### config.mk
export PLATFORM = sky130hd
export DESIGN_NAME = cpc_top
export DESIGN_NICKNAME = d
export VERILOG_FILES = /design/src/core/cpc_pkg.sv /design/src/core/cpc_sync.sv /design/src/core/cpc_top.sv
export SDC_FILE = /design/constraint.sdc
export NUM_CORES = 1
export LEC_CHECK = 0
export CAP_MARGIN = 30
export CORE_MARGIN = 2
export CORE_UTILIZATION = 60
export CTS_BUF_LIST = sky130_fd_sc_hd__clkbuf_16
export DETAILED_ROUTE_END_ITERATION = 6
export DONT_BUFFER_PORTS = 1
export GPL_TIMING_DRIVEN = 1
export PLACE_DENSITY = 0.86
export SETUP_SLACK_MARGIN = 0.5
export SKIP_CTS_REPAIR_TIMING = 1
export SLEW_MARGIN = 20
export SYNTH_ARGS = -nofsm -noshare
export SYNTH_HDL_FRONTEND = slang
export SYNTH_SLANG_ARGS = --single-unit
### constraint.sdc
create_clock -name sys_clk -period 3.3 [get_ports sys_clk]
set_input_delay 0.165 -clock sys_clk [delete_from_list [all_inputs] [get_ports sys_clk]]
set_output_delay 0.165 -clock sys_clk [all_outputs]
set_load 0.005 [all_outputs]
### src/core/cpc_pkg.sv
// Purpose: shared constants and types for the configuration port pin control block
// Assumes: 10 MHz system clock, AHB-Lite register access, 32-bit data
// Notes: all offsets, reset values and cycle counts live here
package cpc_pkg;

	// ----------------------------------------------------------------
	// register map (byte addresses)
	// ----------------------------------------------------------------
	localparam logic [7:0] ADDR_CTRL = 8'h00; // restart and after-load pin control
	localparam logic [7:0] ADDR_LEN = 8'h04; // configuration length in bytes
	localparam logic [7:0] ADDR_STAT = 8'h08; // state, mode, flags
	localparam logic [7:0] ADDR_DATA = 8'h0c; // last byte and byte count

	// control register fields
	localparam int CTRL_RESTART = 0; // write 1: restart configuration
	localparam int CTRL_LOW_VAL = 1; // busy-low pin level after load
	localparam int CTRL_LOW_OE = 2; // busy-low pin driven after load
	localparam int CTRL_HIGH_VAL = 3; // busy-high pin level after load
	localparam int CTRL_HIGH_OE = 4; // busy-high pin driven after load
	// busy-low driven high after load so an enabled memory stays off
	localparam logic [4:0] CTRL_RST = 5'h06;
	localparam logic [15:0] LEN_RST = 16'h0010;

	// ----------------------------------------------------------------
	// timing
	// ----------------------------------------------------------------
	localparam int POR_SHORT_CYC = 16384; // mode bit 0 high
	localparam int POR_LONG_CYC = 65536; // mode bit 0 low
	localparam logic [16:0] POR_SETTLE = 17'h00003; // synchroniser settle before sampling
	localparam logic [7:0] CLEAR_CYC = 8'h40; // memory clearing time
	localparam logic [2:0] STEP_DIV = 3'h4; // master step rate divider
	localparam logic [3:0] BITS_PER_BYTE = 4'h8;

	// ----------------------------------------------------------------
	// mode pin codes, bit 2 first
	// ----------------------------------------------------------------
	localparam logic [2:0] MODE_SLAVE = 3'h7;
	localparam logic [2:0] MODE_MSER = 3'h0;
	localparam logic [2:0] MODE_PERIPH = 3'h5;
	localparam logic [2:0] MODE_MPAR_HI = 3'h6;
	localparam logic [2:0] MODE_MPAR_LO = 3'h4;
	localparam logic [15:0] ADDR_HI_START = 16'hffff; // counts down
	localparam logic [15:0] ADDR_LO_START = 16'h0000; // counts up

	typedef enum logic [2:0] {ST_POWER, ST_CLEAR, ST_HOLD, ST_LOAD, ST_DONE} cpc_state_type;
	typedef enum logic [2:0] {MD_SLAVE, MD_MSER, MD_PERIPH, MD_MPAR_HI, MD_MPAR_LO} cpc_mode_type;

endpackage

### src/core/cpc_sync.sv
// Purpose: two-flop synchroniser for a group of pin inputs
// Assumes: each bit is an independent level
// Notes: first stage feeds only the second stage
`timescale 1ns/100ps
module cpc_sync #(
	parameter int W = 1
) (
	input wire logic sys_clk,
	input wire logic resetn,
	input wire logic [W-1:0] d,
	output logic [W-1:0] q
);
	logic [W-1:0] meta_r; // first stage, read by q only

	// ----------------------------------------------------------------
	// two stages
	// ----------------------------------------------------------------
	always_ff @(posedge sys_clk or negedge resetn) begin
		if (!resetn) begin
			meta_r <= '0;
			q <= '0;
		end else begin
			meta_r <= d;
			q <= meta_r;
		end
	end
endmodule

### src/core/cpc_top.sv
// Purpose: pin-level control of the configuration port while loading runs
// Assumes: pins synchronised into sys_clk; link clock sampled as a level
// Notes: loaded bytes leave on cfg_byte with a one-cycle valid pulse
//
// Local design decisions: the register offsets and the AHB-Lite register port.
`timescale 1ns/100ps

// How it works
// - busy-high pin high while loading, then set by the control register (released at reset value)
// - busy-low pin low while loading, then set by the control register
// - busy-low pin driven high after load (at reset value)
// - init pin low during power-up and clearing
// - hold off while any init line low
// - write only when all four strobes asserted
// - capture byte when any strobe deasserts
// - strobe and third select output address bits
// - ready shows when another byte fits
// - address step strobe rises before address changes
// - sixteen-bit address out in master parallel
// - parallel modes move whole bytes
// - serial input one bit per clock
// - forward serial data on serial output
// - decode the three mode pins
// - strobe pins become user I/O after load
// - weak pull-ups on until load ends
// - sample mode pins just before loading
// - mode bit 0 picks power-on delay
module cpc_top #(
	parameter int POR_SHORT_P = cpc_pkg::POR_SHORT_CYC,
	parameter int POR_LONG_P = cpc_pkg::POR_LONG_CYC
) (
	input wire logic sys_clk,
	input wire logic resetn,
	input wire logic hsel,
	input wire logic [31:0] haddr,
	input wire logic [1:0] htrans,
	input wire logic hwrite,
	input wire logic [2:0] hsize,
	input wire logic [31:0] hwdata,
	input wire logic hready,
	output logic hreadyout,
	output logic [31:0] hrdata,
	output logic hresp,
	input wire logic mode_select_bit0,
	input wire logic mode_select_bit1,
	input wire logic mode_select_bit2,
	input wire logic cclk_in,
	input wire logic init_n_i,
	output logic init_n_o,
	output logic init_n_oe,
	output logic config_busy_high_flag,
	output logic config_busy_high_flag_oe,
	output logic config_busy_low_flag,
	output logic config_busy_low_flag_oe,
	input wire logic peripheral_select_a_n,
	input wire logic peripheral_select_b_n,
	input wire logic peripheral_select_c_n_i,
	output logic peripheral_select_c_n_o,
	output logic peripheral_select_c_n_oe,
	input wire logic peripheral_write_strobe_i,
	output logic peripheral_write_strobe_o,
	output logic peripheral_write_strobe_oe,
	input wire logic [7:0] config_byte_bus,
	output logic [15:0] memory_address_out,
	output logic memory_address_oe,
	output logic addr_step_strobe,
	output logic addr_step_strobe_oe,
	output logic byte_ready,
	output logic byte_ready_oe,
	output logic serial_data_out,
	output logic serial_data_out_oe,
	output logic weak_pullup_en,
	output logic config_done,
	output logic [7:0] cfg_byte,
	output logic cfg_byte_valid
);
	// ----------------------------------------------------------------
	// pin synchronisers
	// ----------------------------------------------------------------
	logic [16:0] pins_s; // synchronised pin group
	cpc_sync #(.W(17)) u_sync (
		.sys_clk(sys_clk),
		.resetn(resetn),
		.d({mode_select_bit2, mode_select_bit1, mode_select_bit0, init_n_i,
			peripheral_select_a_n, peripheral_select_b_n, peripheral_select_c_n_i,
			peripheral_write_strobe_i, cclk_in, config_byte_bus}),
		.q(pins_s)
	);
	logic [2:0] mode_s; // mode pins, bit 2 first
	logic init_s; // wired-and init line
	logic all_on; // all four write strobes asserted
	logic cclk_s; // link clock level
	logic [7:0] byte_s; // data byte, bit 0 doubles as serial input
	assign mode_s = pins_s[16:14];
	assign init_s = pins_s[13];
	assign all_on = !pins_s[12] && !pins_s[11] && !pins_s[10] && pins_s[9];
	assign cclk_s = pins_s[8];
	assign byte_s = pins_s[7:0];

	// ----------------------------------------------------------------
	// state and registers
	// ----------------------------------------------------------------
	cpc_pkg::cpc_state_type st_r; // sequencer state
	cpc_pkg::cpc_mode_type mode_r; // decoded mode
	logic [2:0] mode_raw_r; // sampled pin levels
	logic [16:0] por_cnt_r; // power-on counter
	logic por_arm_r; // delay choice taken
	logic por_long_r; // long delay chosen
	logic [7:0] clr_cnt_r; // clearing counter
	logic [2:0] div_r; // step divider
	logic step_en; // one-cycle step pulse
	logic cclk_d_r; // link clock, previous sample
	logic all_on_d_r; // strobes, previous sample
	logic [7:0] sh_in_r; // serial assembly
	logic [3:0] bit_cnt_r; // bits assembled
	logic [7:0] sh_out_r; // parallel byte going out serially
	logic [3:0] out_cnt_r; // bits left to send
	logic mp_phase_r; // master parallel: 0 raise strobe, 1 fetch
	logic [15:0] byte_cnt_r; // bytes loaded
	logic [15:0] len_r; // bytes to load
	logic [4:0] ctrl_r; // after-load pin control
	logic restart_r; // restart pulse from software
	logic loading; // loading bytes
	logic cfg_active; // anything before done
	logic more; // bytes still wanted
	logic mpar; // either master parallel mode
	logic bit_evt; // serial bit arrives
	logic cap_evt; // peripheral byte captured
	logic mp_evt; // master parallel byte fetched
	logic byte_evt; // a whole byte is complete
	logic [7:0] byte_val; // that byte
	logic [15:0] addr_nxt; // next memory address
	logic [16:0] por_limit; // chosen power-on delay

	assign loading = st_r == cpc_pkg::ST_LOAD;
	assign cfg_active = st_r != cpc_pkg::ST_DONE;
	assign more = byte_cnt_r != len_r;
	assign mpar = mode_r == cpc_pkg::MD_MPAR_HI || mode_r == cpc_pkg::MD_MPAR_LO;
	assign step_en = loading && div_r == cpc_pkg::STEP_DIV - 3'h1;
	assign por_limit = por_long_r ? 17'(POR_LONG_P - 1) : 17'(POR_SHORT_P - 1);
	// slave takes bits on link clock rises, master serial on its own steps
	assign bit_evt = loading && more && ((mode_r == cpc_pkg::MD_SLAVE && cclk_s && !cclk_d_r)
		|| (mode_r == cpc_pkg::MD_MSER && step_en));
	// the byte lands as the write ends; refused while still sending the last one
	assign cap_evt = loading && more && mode_r == cpc_pkg::MD_PERIPH && all_on_d_r && !all_on
		&& out_cnt_r == 4'h0;
	assign mp_evt = loading && more && mpar && step_en && mp_phase_r && out_cnt_r == 4'h0;
	assign byte_evt = (bit_evt && bit_cnt_r == cpc_pkg::BITS_PER_BYTE - 4'h1) || cap_evt
		|| mp_evt;
	assign byte_val = (cap_evt || mp_evt) ? byte_s : {sh_in_r[6:0], byte_s[0]};
	assign addr_nxt = mode_r == cpc_pkg::MD_MPAR_HI ? memory_address_out - 16'h0001
		: memory_address_out + 16'h0001;

	// ----------------------------------------------------------------
	// power-on delay; mode bit 0 is caught once its synchroniser settles
	// ----------------------------------------------------------------
	always_ff @(posedge sys_clk or negedge resetn) begin
		if (!resetn) begin
			por_cnt_r <= 17'h00000;
			por_arm_r <= 1'b0;
			por_long_r <= 1'b0;
		end else if (st_r == cpc_pkg::ST_POWER) begin
			if (!por_arm_r && por_cnt_r == cpc_pkg::POR_SETTLE) begin
				por_arm_r <= 1'b1;
				por_long_r <= !mode_s[0];
				por_cnt_r <= 17'h00000;
			end else begin
				por_cnt_r <= por_cnt_r + 17'h00001;
			end
		end
	end

	// ----------------------------------------------------------------
	// sequencer
	// ----------------------------------------------------------------
	always_ff @(posedge sys_clk or negedge resetn) begin
		if (!resetn) begin
			st_r <= cpc_pkg::ST_POWER;
			mode_r <= cpc_pkg::MD_SLAVE;
			mode_raw_r <= 3'h0;
		end else if (restart_r && st_r != cpc_pkg::ST_POWER) begin
			st_r <= cpc_pkg::ST_CLEAR; // software restart clears again
		end else begin
			unique case (st_r)
				cpc_pkg::ST_POWER: if (por_arm_r && por_cnt_r == por_limit) begin
					st_r <= cpc_pkg::ST_CLEAR;
				end
				cpc_pkg::ST_CLEAR: if (clr_cnt_r == cpc_pkg::CLEAR_CYC) begin
					st_r <= cpc_pkg::ST_HOLD;
				end
				// wait while any device on the wired line still holds it low
				cpc_pkg::ST_HOLD: if (init_s) begin
					st_r <= cpc_pkg::ST_LOAD;
					mode_raw_r <= mode_s;
					unique case (mode_s)
						cpc_pkg::MODE_MSER: mode_r <= cpc_pkg::MD_MSER;
						cpc_pkg::MODE_PERIPH: mode_r <= cpc_pkg::MD_PERIPH;
						cpc_pkg::MODE_MPAR_HI: mode_r <= cpc_pkg::MD_MPAR_HI;
						cpc_pkg::MODE_MPAR_LO: mode_r <= cpc_pkg::MD_MPAR_LO;
						// reserved codes fall back to slave serial
						default: mode_r <= cpc_pkg::MD_SLAVE;
					endcase
				end
				cpc_pkg::ST_LOAD: if (!more && out_cnt_r == 4'h0) begin
					st_r <= cpc_pkg::ST_DONE;
				end
				cpc_pkg::ST_DONE: st_r <= cpc_pkg::ST_DONE;
			endcase
		end
	end

	// clearing time and step divider
	always_ff @(posedge sys_clk or negedge resetn) begin
		if (!resetn) begin
			clr_cnt_r <= 8'h00;
			div_r <= 3'h0;
		end else begin
			clr_cnt_r <= st_r == cpc_pkg::ST_CLEAR ? clr_cnt_r + 8'h01 : 8'h00;
			div_r <= (!loading || step_en) ? 3'h0 : div_r + 3'h1;
		end
	end

	// ----------------------------------------------------------------
	// data path: serial assembly, parallel capture, serial forwarding
	// ----------------------------------------------------------------
	always_ff @(posedge sys_clk or negedge resetn) begin
		if (!resetn) begin
			cclk_d_r <= 1'b0;
			all_on_d_r <= 1'b0;
			sh_in_r <= 8'h00;
			bit_cnt_r <= 4'h0;
			sh_out_r <= 8'h00;
			out_cnt_r <= 4'h0;
			serial_data_out <= 1'b0;
			byte_cnt_r <= 16'h0000;
			cfg_byte <= 8'h00;
			cfg_byte_valid <= 1'b0;
		end else begin
			cclk_d_r <= cclk_s;
			all_on_d_r <= all_on;
			cfg_byte_valid <= byte_evt;
			if (!loading) begin
				bit_cnt_r <= 4'h0;
				out_cnt_r <= 4'h0;
				byte_cnt_r <= 16'h0000;
			end else begin
				if (bit_evt) begin
					sh_in_r <= {sh_in_r[6:0], byte_s[0]};
					serial_data_out <= byte_s[0];
					bit_cnt_r <= byte_evt ? 4'h0 : bit_cnt_r + 4'h1;
				end
				// parallel bytes go down the chain msb first, one per step
				if (cap_evt || mp_evt) begin
					sh_out_r <= byte_s;
					out_cnt_r <= cpc_pkg::BITS_PER_BYTE;
				end else if (step_en && out_cnt_r != 4'h0) begin
					serial_data_out <= sh_out_r[7];
					sh_out_r <= {sh_out_r[6:0], 1'b0};
					out_cnt_r <= out_cnt_r - 4'h1;
				end
				if (byte_evt) begin
					cfg_byte <= byte_val;
					byte_cnt_r <= byte_cnt_r + 16'h0001;
				end
			end
		end
	end

	// ----------------------------------------------------------------
	// master parallel address walk
	// ----------------------------------------------------------------
	always_ff @(posedge sys_clk or negedge resetn) begin
		if (!resetn) begin
			mp_phase_r <= 1'b0;
			addr_step_strobe <= 1'b0;
			memory_address_out <= cpc_pkg::ADDR_LO_START;
			peripheral_write_strobe_o <= 1'b0;
			peripheral_select_c_n_o <= 1'b0;
		end else if (!loading) begin
			mp_phase_r <= 1'b0;
			addr_step_strobe <= 1'b0;
			memory_address_out <= mode_s == cpc_pkg::MODE_MPAR_HI ? cpc_pkg::ADDR_HI_START
				: cpc_pkg::ADDR_LO_START;
			peripheral_write_strobe_o <= mode_s == cpc_pkg::MODE_MPAR_HI;
			peripheral_select_c_n_o <= mode_s == cpc_pkg::MODE_MPAR_HI;
		end else if (mpar && more && step_en && out_cnt_r == 4'h0) begin
			if (!mp_phase_r) begin
				addr_step_strobe <= 1'b1;
				mp_phase_r <= 1'b1;
			end else begin
				// strobe has been high a full step before the address moves
				addr_step_strobe <= 1'b0;
				mp_phase_r <= 1'b0;
				memory_address_out <= addr_nxt;
				peripheral_write_strobe_o <= addr_nxt[0];
				peripheral_select_c_n_o <= addr_nxt[1];
			end
		end
	end

	// ----------------------------------------------------------------
	// pin drivers and enables
	// ----------------------------------------------------------------
	always_ff @(posedge sys_clk or negedge resetn) begin
		if (!resetn) begin
			init_n_o <= 1'b0;
			init_n_oe <= 1'b1;
			config_busy_high_flag <= 1'b1;
			config_busy_high_flag_oe <= 1'b1;
			config_busy_low_flag <= 1'b0;
			config_busy_low_flag_oe <= 1'b1;
			memory_address_oe <= 1'b0;
			peripheral_write_strobe_oe <= 1'b0;
			peripheral_select_c_n_oe <= 1'b0;
			addr_step_strobe_oe <= 1'b0;
			byte_ready <= 1'b0;
			byte_ready_oe <= 1'b0;
			serial_data_out_oe <= 1'b0;
			weak_pullup_en <= 1'b1;
			config_done <= 1'b0;
		end else begin
			init_n_o <= 1'b0; // open drain, only ever pulls low
			init_n_oe <= st_r == cpc_pkg::ST_POWER || st_r == cpc_pkg::ST_CLEAR;
			// status pins: fixed while configuring, software-owned afterwards
			config_busy_high_flag <= cfg_active || ctrl_r[cpc_pkg::CTRL_HIGH_VAL];
			config_busy_high_flag_oe <= cfg_active || ctrl_r[cpc_pkg::CTRL_HIGH_OE];
			config_busy_low_flag <= !cfg_active && ctrl_r[cpc_pkg::CTRL_LOW_VAL];
			config_busy_low_flag_oe <= cfg_active || ctrl_r[cpc_pkg::CTRL_LOW_OE];
			// mode outputs only in their own mode, strobes released after load
			memory_address_oe <= loading && mpar;
			peripheral_write_strobe_oe <= loading && mpar;
			peripheral_select_c_n_oe <= loading && mpar;
			addr_step_strobe_oe <= loading && mpar;
			byte_ready <= loading && more && out_cnt_r == 4'h0 && !cap_evt;
			byte_ready_oe <= loading && mode_r == cpc_pkg::MD_PERIPH;
			serial_data_out_oe <= loading;
			weak_pullup_en <= cfg_active;
			config_done <= !cfg_active;
		end
	end

	// ----------------------------------------------------------------
	// ahb-lite slave, zero wait states, always okay
	// ----------------------------------------------------------------
	logic wr_pend_r; // write data phase pending
	logic [7:0] wr_addr_r; // its address
	logic addr_ph; // valid address phase
	logic [31:0] rd_mux; // read value at the address phase
	assign addr_ph = hsel && hready && htrans[1];
	always_comb begin
		unique case (haddr[7:0])
			cpc_pkg::ADDR_CTRL: rd_mux = {27'h0, ctrl_r};
			cpc_pkg::ADDR_LEN: rd_mux = {16'h0, len_r};
			cpc_pkg::ADDR_STAT: rd_mux = {21'h0, byte_ready, por_long_r, config_done, 1'b0,
				mode_raw_r, 1'b0, st_r};
			cpc_pkg::ADDR_DATA: rd_mux = {byte_cnt_r, 8'h00, cfg_byte};
			default: rd_mux = 32'h0000_0000; // unmapped reads zero
		endcase
	end

	always_ff @(posedge sys_clk or negedge resetn) begin
		if (!resetn) begin
			hreadyout <= 1'b0;
			hresp <= 1'b0;
			hrdata <= 32'h0000_0000;
			wr_pend_r <= 1'b0;
			wr_addr_r <= 8'h00;
			ctrl_r <= cpc_pkg::CTRL_RST;
			len_r <= cpc_pkg::LEN_RST;
			restart_r <= 1'b0;
		end else begin
			hreadyout <= 1'b1;
			hresp <= 1'b0;
			wr_pend_r <= addr_ph && hwrite;
			wr_addr_r <= haddr[7:0];
			restart_r <= 1'b0;
			if (addr_ph && !hwrite) begin
				hrdata <= rd_mux;
			end
			if (wr_pend_r && wr_addr_r == cpc_pkg::ADDR_CTRL) begin
				ctrl_r <= {hwdata[4:1], 1'b0};
				restart_r <= hwdata[cpc_pkg::CTRL_RESTART];
			end
			if (wr_pend_r && wr_addr_r == cpc_pkg::ADDR_LEN) begin
				len_r <= hwdata[15:0];
			end
		end
	end

	// ----------------------------------------------------------------
	// checks
	// ----------------------------------------------------------------
	AST_BUSY_HIGH: assert property (@(posedge sys_clk) disable iff (!resetn)
		cfg_active |=> config_busy_high_flag && config_busy_high_flag_oe)
		else $error("busy-high pin not high during configuration");
	AST_BUSY_LOW: assert property (@(posedge sys_clk) disable iff (!resetn)
		cfg_active |=> !config_busy_low_flag && config_busy_low_flag_oe)
		else $error("busy-low pin not low during configuration");
	AST_INIT_LOW: assert property (@(posedge sys_clk) disable iff (!resetn)
		(st_r == cpc_pkg::ST_CLEAR) |=> init_n_oe && !init_n_o)
		else $error("init pin released while clearing");
	AST_HOLDOFF: assert property (@(posedge sys_clk) disable iff (!resetn)
		(st_r == cpc_pkg::ST_HOLD && !init_s && !restart_r) |=> st_r == cpc_pkg::ST_HOLD)
		else $error("left hold-off while init line low");
	AST_CAPTURE: assert property (@(posedge sys_clk) disable iff (!resetn)
		cap_evt |=> cfg_byte_valid && cfg_byte == $past(byte_s) && !byte_ready)
		else $error("peripheral byte not captured at strobe release");
	AST_ADDR_BITS: assert property (@(posedge sys_clk) disable iff (!resetn)
		memory_address_oe |-> peripheral_write_strobe_o == memory_address_out[0]
		&& peripheral_select_c_n_o == memory_address_out[1] && peripheral_write_strobe_oe)
		else $error("low address bits not on strobe pins");
	AST_STEP_FIRST: assert property (@(posedge sys_clk) disable iff (!resetn)
		(memory_address_oe && $past(memory_address_oe) && $changed(memory_address_out))
		|-> $past(addr_step_strobe) && !$past(addr_step_strobe, 5))
		else $error("address changed without a step strobe rise");
	AST_PULLUP: assert property (@(posedge sys_clk) disable iff (!resetn)
		(st_r == cpc_pkg::ST_DONE) |=> !weak_pullup_en && config_done)
		else $error("pull-ups still on after load");
	AST_MODE_PER: assert property (@(posedge sys_clk) disable iff (!resetn)
		(st_r == cpc_pkg::ST_HOLD && init_s && mode_s == cpc_pkg::MODE_PERIPH && !restart_r)
		|=> mode_r == cpc_pkg::MD_PERIPH && mode_raw_r == cpc_pkg::MODE_PERIPH)
		else $error("peripheral code not decoded");
	AST_AFTER_LOW: assert property (@(posedge sys_clk) disable iff (!resetn)
		(!cfg_active && ctrl_r[2:1] == 2'b11) |=> config_busy_low_flag && config_busy_low_flag_oe)
		else $error("busy-low pin not driven high after load");
endmodule

Word level (Yosys, flattened, before mapping)
Cells that the tools add are included.
- register bits: 217
- word-level logic and storage cells: 198
- output and inout bits: 78
- add/sub/neg operators: 8
- bitwise operators: 1
- multiplexer cells: 41
- reduce and logical (&&, ||, !) cells: 75
- equal/unequal tests: 31
- operators with widths (cell ; count):
    $mux 16 ; 8
    $pmux 32 s4 ; 1
    $logic_and 1x1->1 ; 37
    $add 16x1->16 const B ; 2
    $mux 8 ; 4
    $mux 4 ; 6
    $mux 3 ; 6
    $add 17x1->17 const B ; 1
    $eq 17x16->1 ; 1
    $eq 17x2->1 const B ; 1
    $mux 17 ; 1
    $eq 8x3->1 const B ; 2
    $eq 8x4->1 const B ; 2
    $logic_not 8->1 ; 2
    $ne 16x16->1 ; 1
    $sub 16x1->16 const B ; 1
    $eq 3x2->1 const B ; 5
    $eq 3x3->1 const B ; 5
    $pmux 3 s5 ; 1
    $mux 1 ; 13
    $logic_not 1->1 ; 12
    $pmux 3 s4 ; 1
    $logic_or 1x1->1 ; 10
    $reduce_and 2->1 ; 5
    other kinds (20) ; 28

Logic depth before layout (Yosys ltp)
- depth after elaboration: 12
- depth in mapped cells: 11

Hierarchy
Synthesis repeated with hierarchy kept, for this count alone.
- cells, all modules: 844
- area total of the unflattened synthesis: 9564.2 µm²
- by module, submodules not included (module ; area each (µm²) ; cells an instance ; times used):
    cpc_top ; 8713.4 ; 810 ; 1
    cpc_sync ; 850.8 ; 34 ; 1

Worst setup path before layout
Ideal clock, no wire load.
- path type: register to register
- start point: register mode_r[2]
- end point: register memory_address_out[14]
- path buffers: 0
- stages on the path, launching flop included: 12
- library setup time: 0.086 ns
- slack: 0.775 ns
- period minus slack after synthesis: 2.525 ns
- data arrival time: 2.439 ns
- path through: dfrtp_1 > nand3b_1 > inv_2 > ha_1 > nor2b_1 > o21a_1 > o21ai_0 > a211oi_1 > nor3_1 > o21ai_0 > mux2i_1 > nor3_1
- cells in the longest elaborated chain, start to end: 7
- elaborated cells between the ends (all ways): 12
- classes of those cells: 3 x eq/ne; 4 x mux; 5 x reduce/logical
- ends and longest elaborated chain (element ; line ; RTL):
    start: declaration ; cpc_top.sv:104 ; cpc_pkg::cpc_mode_type mode_r;
    start signal: assignment ; cpc_top.sv:179 ; mode_r <= cpc_pkg::MD_SLAVE;
    start signal: assignment ; cpc_top.sv:196 ; cpc_pkg::MODE_MSER: mode_r <= cpc_pkg::MD_MSER;
    start signal: assignment ; cpc_top.sv:197 ; cpc_pkg::MODE_PERIPH: mode_r <= cpc_pkg::MD_PERIPH;
    $eq 3x2->1 / $eq 3x3->1 (equally long branches) ; cpc_top.sv:138, cpc_top.sv:151 ;
    $logic_or 1x1->1 ; cpc_top.sv:138 ; assign mpar = mode_r == cpc_pkg::MD_MPAR_HI || mode_r == cpc_pkg::MD_MPAR_LO;
    $logic_and 1x1->1 (3 in series) ; cpc_top.sv:286 ; end else if (mpar && more && step_en && out_cnt_r == 4'h0) begin
    $ne 2x1->1 (no source line) ; n/a ;
    $reduce_and 2->1 (no source line) ; n/a ;
    end signal: assignment ; cpc_top.sv:276 ; memory_address_out <= cpc_pkg::ADDR_LO_START;
    end signal: assignment ; cpc_top.sv:282 ; memory_address_out <= mode_s == cpc_pkg::MODE_MPAR_HI ? cpc_pkg::ADDR_HI_START
    end signal: assignment ; cpc_top.sv:294 ; memory_address_out <= addr_nxt;
    end: declaration ; cpc_top.sv:64 ; output logic [15:0] memory_address_out,
Several ways; a longest one is shown, not always the timed one. The select of a mux whose other input is x is not followed.
A chain may end at the register's enable or synchronous reset.

Worst setup path after layout
Ends and elaborated chain as after synthesis.

==> flow_summary.toml <==
[synthesis]
most_common_cell_in_the_synthesized_netlist = "dfrtp_1"
largest_area_contributor_in_the_synthesized_netlist = "dfrtp_1"
synth_edf_count = 0
synthTopCellsByCount = "dfrtp_1, nand2_1, nor2_1"
synth_top_area_share_pct = 54.6
synth_ff_type = "dfrtp_1"
synth.yosys.warnings = 0
syn_area_per_cell_um2 = 11.6
mappedNetlistArea_mm2 = 0.00948
synthTopCellsByArea = "dfrtp_1, xnor2_1, mux2_2"
synth_async_sr_flop_share_pct = 100
post_synth_inst_count = 821
number_of_different_library_cells_in_the_post_synthesis_netlist = 63
ys_seq_elements = 215
yosysSeqAreaShare_pct = 56.8

[detailed_routing]
initialDrtViolationCount = 473
remaining_drc_errors = 0
first_pass_drt_iterations = 5
wl_per_cell_um = 19.6
vias_per_instance = 6.07
postRouteWirelength_mm = 21.7
via_count = 6723
final_antenna_net_count = 0

[die]
die_w_um = 130
placeableCoreArea_mm2 = 0.0153
die-height_um = 130
num_rows = 45
fp.dieArea_mm2 = 0.0168
io_pins = 169
floorplan.initialDensity_pct = 61.9

[clock_tree]
clock-sinks = 215
cts_tree = "built"
cts-htree-levels = 1
clk_transition_reported_paths_ps = 70
clkLatencyLatePin_ps = 510
cts_buffers = 23
clockRootBuffer = "clkbuf_16"
ctsLongestPathBuffers = 3

[setup_path]
path_cells = "nand3b_1 > buf_4 > fa_1 > nor2b_1 > o21a_1 > o21ai_2 > a211oi_2 > nor3_2 > o21ai_1 > mux2i_1 > nor3_1"
worst-path-max-fanout = 5
critical_path.endpoint_type = "flop"
path_class = "flop to flop"
critPathTopFamily = "compound AO/OA/AOI/OAI gates"
crit_path_max_incr_delay_ps = 420
critPathBufInv = 1
cell_at_the_slowest_stage_of_the_critical_path = "dfrtp_1"
worstSetupStartpointType = "flop"
critical_path_required_ps = 3670
critical_path_arrival_ps = 3090

[timing]
slew_violations = 0
rsz0062_at_grt = "yes"
final-setup-viol-count = 0
totalNegativeSetupSlack_ps = 0
period_share_pct = 82.4
fmaxAchievable_ghz = 0.368
fin_worst_hold_slack_ps = -644
max_slew_margin_pct = 44.0
fin_crit_ps = 2720
skew_ps = 22.7
hold_viol = 216
worst_slew_pin_slew_ps = 838

[cells_and_area]
final.fill_count = 1006
drive_above_1_share_pct = 13.8
areaGrowthSynthToFinish_pct = 15.7
nNetsFinal = 995

[flow_run]
maxCapViolCount = 0

[grt]
grt_overflow = 0
maximum_number_of_pins_on_one_net_before_global_route_repair = 216
grt_first_pass_wirelength_mm = 32.7
grt_pass1_vias = 6356
total_global_route_track_usage_pct = 24.4
grt_antenna_before_repair = 0

[placement]
port-buffer-count = 0
detailedPlacementHpwl_mm = 13.5
globalplace.congestion = 0.880

[power_and_ir_drop]
report.power.total_uw = 5300
power.leakage_uw = 0.00490
peak_supply_drop_uv = 396
power-per-cell-area_mw_per_mm2 = 483

[worst_hold_path]
hold_class = "input port to async pin"

[status]
violations = "hold timing"
run_status = "complete, but fails checks"
[worst paths after layout]
path,startpoint,slack (ps),cells past startpoint,endpoint
setup / recovery,mode_r[2],580,11,memory_address_out[14]
hold / removal,resetn,-640,0,hrdata[3]
setup reg to reg,mode_r[2],580,11,memory_address_out[14]
hold reg to reg,u_sync.meta_r[1],350,0,u_sync.q[1]
max in group asynchronous,resetn,3670,0,len_r[4]
min in group sys_clk,haddr[2],0,2,hrdata[2]
[sequential cells by signal, summed over array words and instances (netlist names), 3 cells and up]
| register | flops |
|---|---|
| hrdata | 32 |
| clr_cnt_r | 8 |
| div_r | 3 |
| out_cnt_r | 4 |
| por_cnt_r | 17 |
| u_sync.q | 17 |
| len_r | 16 |
| ctrl_r | 4 |
| cfg_byte | 8 |
| sh_in_r | 7 |
| wr_addr_r | 8 |
| mode_r | 3 |
| memory_address_out | 16 |
| bit_cnt_r | 4 |
| sh_out_r | 8 |
| byte_cnt_r | 16 |
| u_sync.meta_r | 17 |
| mode_raw_r | 3 |
| st_r | 3 |
[cell usage in the layout, fill, tap and decap left out, types with 12 or more instances in the layout]
| cell type | synthesis | final |
|---|---|---|
| dlygate4sd3_1 | 0 | 43 |
| mux2i_1 | 12 | 12 |
| xor2_1 | 16 | 16 |
| a22o_1 | 26 | 26 |
| nor2_1 | 58 | 58 |
| clkbuf_16 | 0 | 23 |
| o21ai_0 | 18 | 15 |
| nand4_1 | 12 | 12 |
| xnor2_1 | 52 | 52 |
| buf_4 | 8 | 23 |
| nand2_1 | 86 | 85 |
| nor3_1 | 15 | 13 |
| a31oi_1 | 16 | 16 |
| inv_1 | 14 | 17 |
| a21oi_1 | 29 | 29 |
| nand3_1 | 27 | 27 |
| ha_1 | 23 | 21 |
| dfrtp_1 | 207 | 207 |
| mux2_2 | 33 | 33 |
[cells by family after synthesis]
group	count (synthesis)	synth area share, %
AND/OR/NAND/NOR	278	15.3
adder cells (fa/ha/maj)	24	3.25
AO/OA/AOI/OAI	137	9.92
multiplexers	48	5.90
buffers and inverters	49	2.44
other	2	0.0792
XOR/XNOR	68	6.28
flip-flops	215	56.8
[stage by stage]
| stage | util (%) | hold WS, ps | cell area (um2) | setup WS [ps] | cells |
|---|---|---|---|---|---|
| 6_report | 71.6 | -644 | 11000 | 580 | 1108 |
| 3_3_place_gp | 63.0 | -118 | 9640 | 435 | 1008 |
| 4_1_cts | 67.6 | -658 | 10400 | 229 | 1049 |
| 2_1_floorplan | - | -131 | 9490 | 775 | 822 |
| 3_5_place_dp | 63.0 | -118 | 9640 | 302 | 1008 |
| 5_1_grt | 71.6 | -659 | 11000 | 377 | 1107 |
[cell type report]
cell class                 count  area (um2)  area share (%)
sequential                   215        5390            49.1
multi-input combinational    558        3910            35.7
timing repair buffer          67         623            5.68
clock buffer                  23         576            5.25
tap                          211         264            2.41
clock inverter                18         140            1.28
inverter                      15        61.3           0.559
antenna                        1        2.50          0.0228
[routing by layer]
layer  vias to the layer above  track usage, %  routed length [um]
met5                         -               0                   0
met2                       289            40.0               10700
met1                      3346            33.0                8860
li1                       3031               -                   -
met3                        57            5.37                1520
met4                         0            7.46                 625
[power by group]
group | internal [uW] | switching, uW | total (uW) | leakage [uW]
Clock | 1420 | 1030 | 2450 | 0.000355
Combinational | 77.0 | 54.2 | 131 | 0.00174
Sequential | 2680 | 35.5 | 2720 | 0.00280
Total | 4190 | 1120 | 5300 | 0.00490
[worst reg2reg max path: cells and delay by family, from the launching register on]
family | cells | cell delay, ps
AO/OA/AOI/OAI | 4 | 780
adder cells (fa/ha/maj) | 1 | 400
buffers and inverters | 1 | 190
flip-flops | 1 | 420
multiplexers | 1 | 210
AND/OR/NAND/NOR | 4 | 590
(Power assumes the default switching activity.)
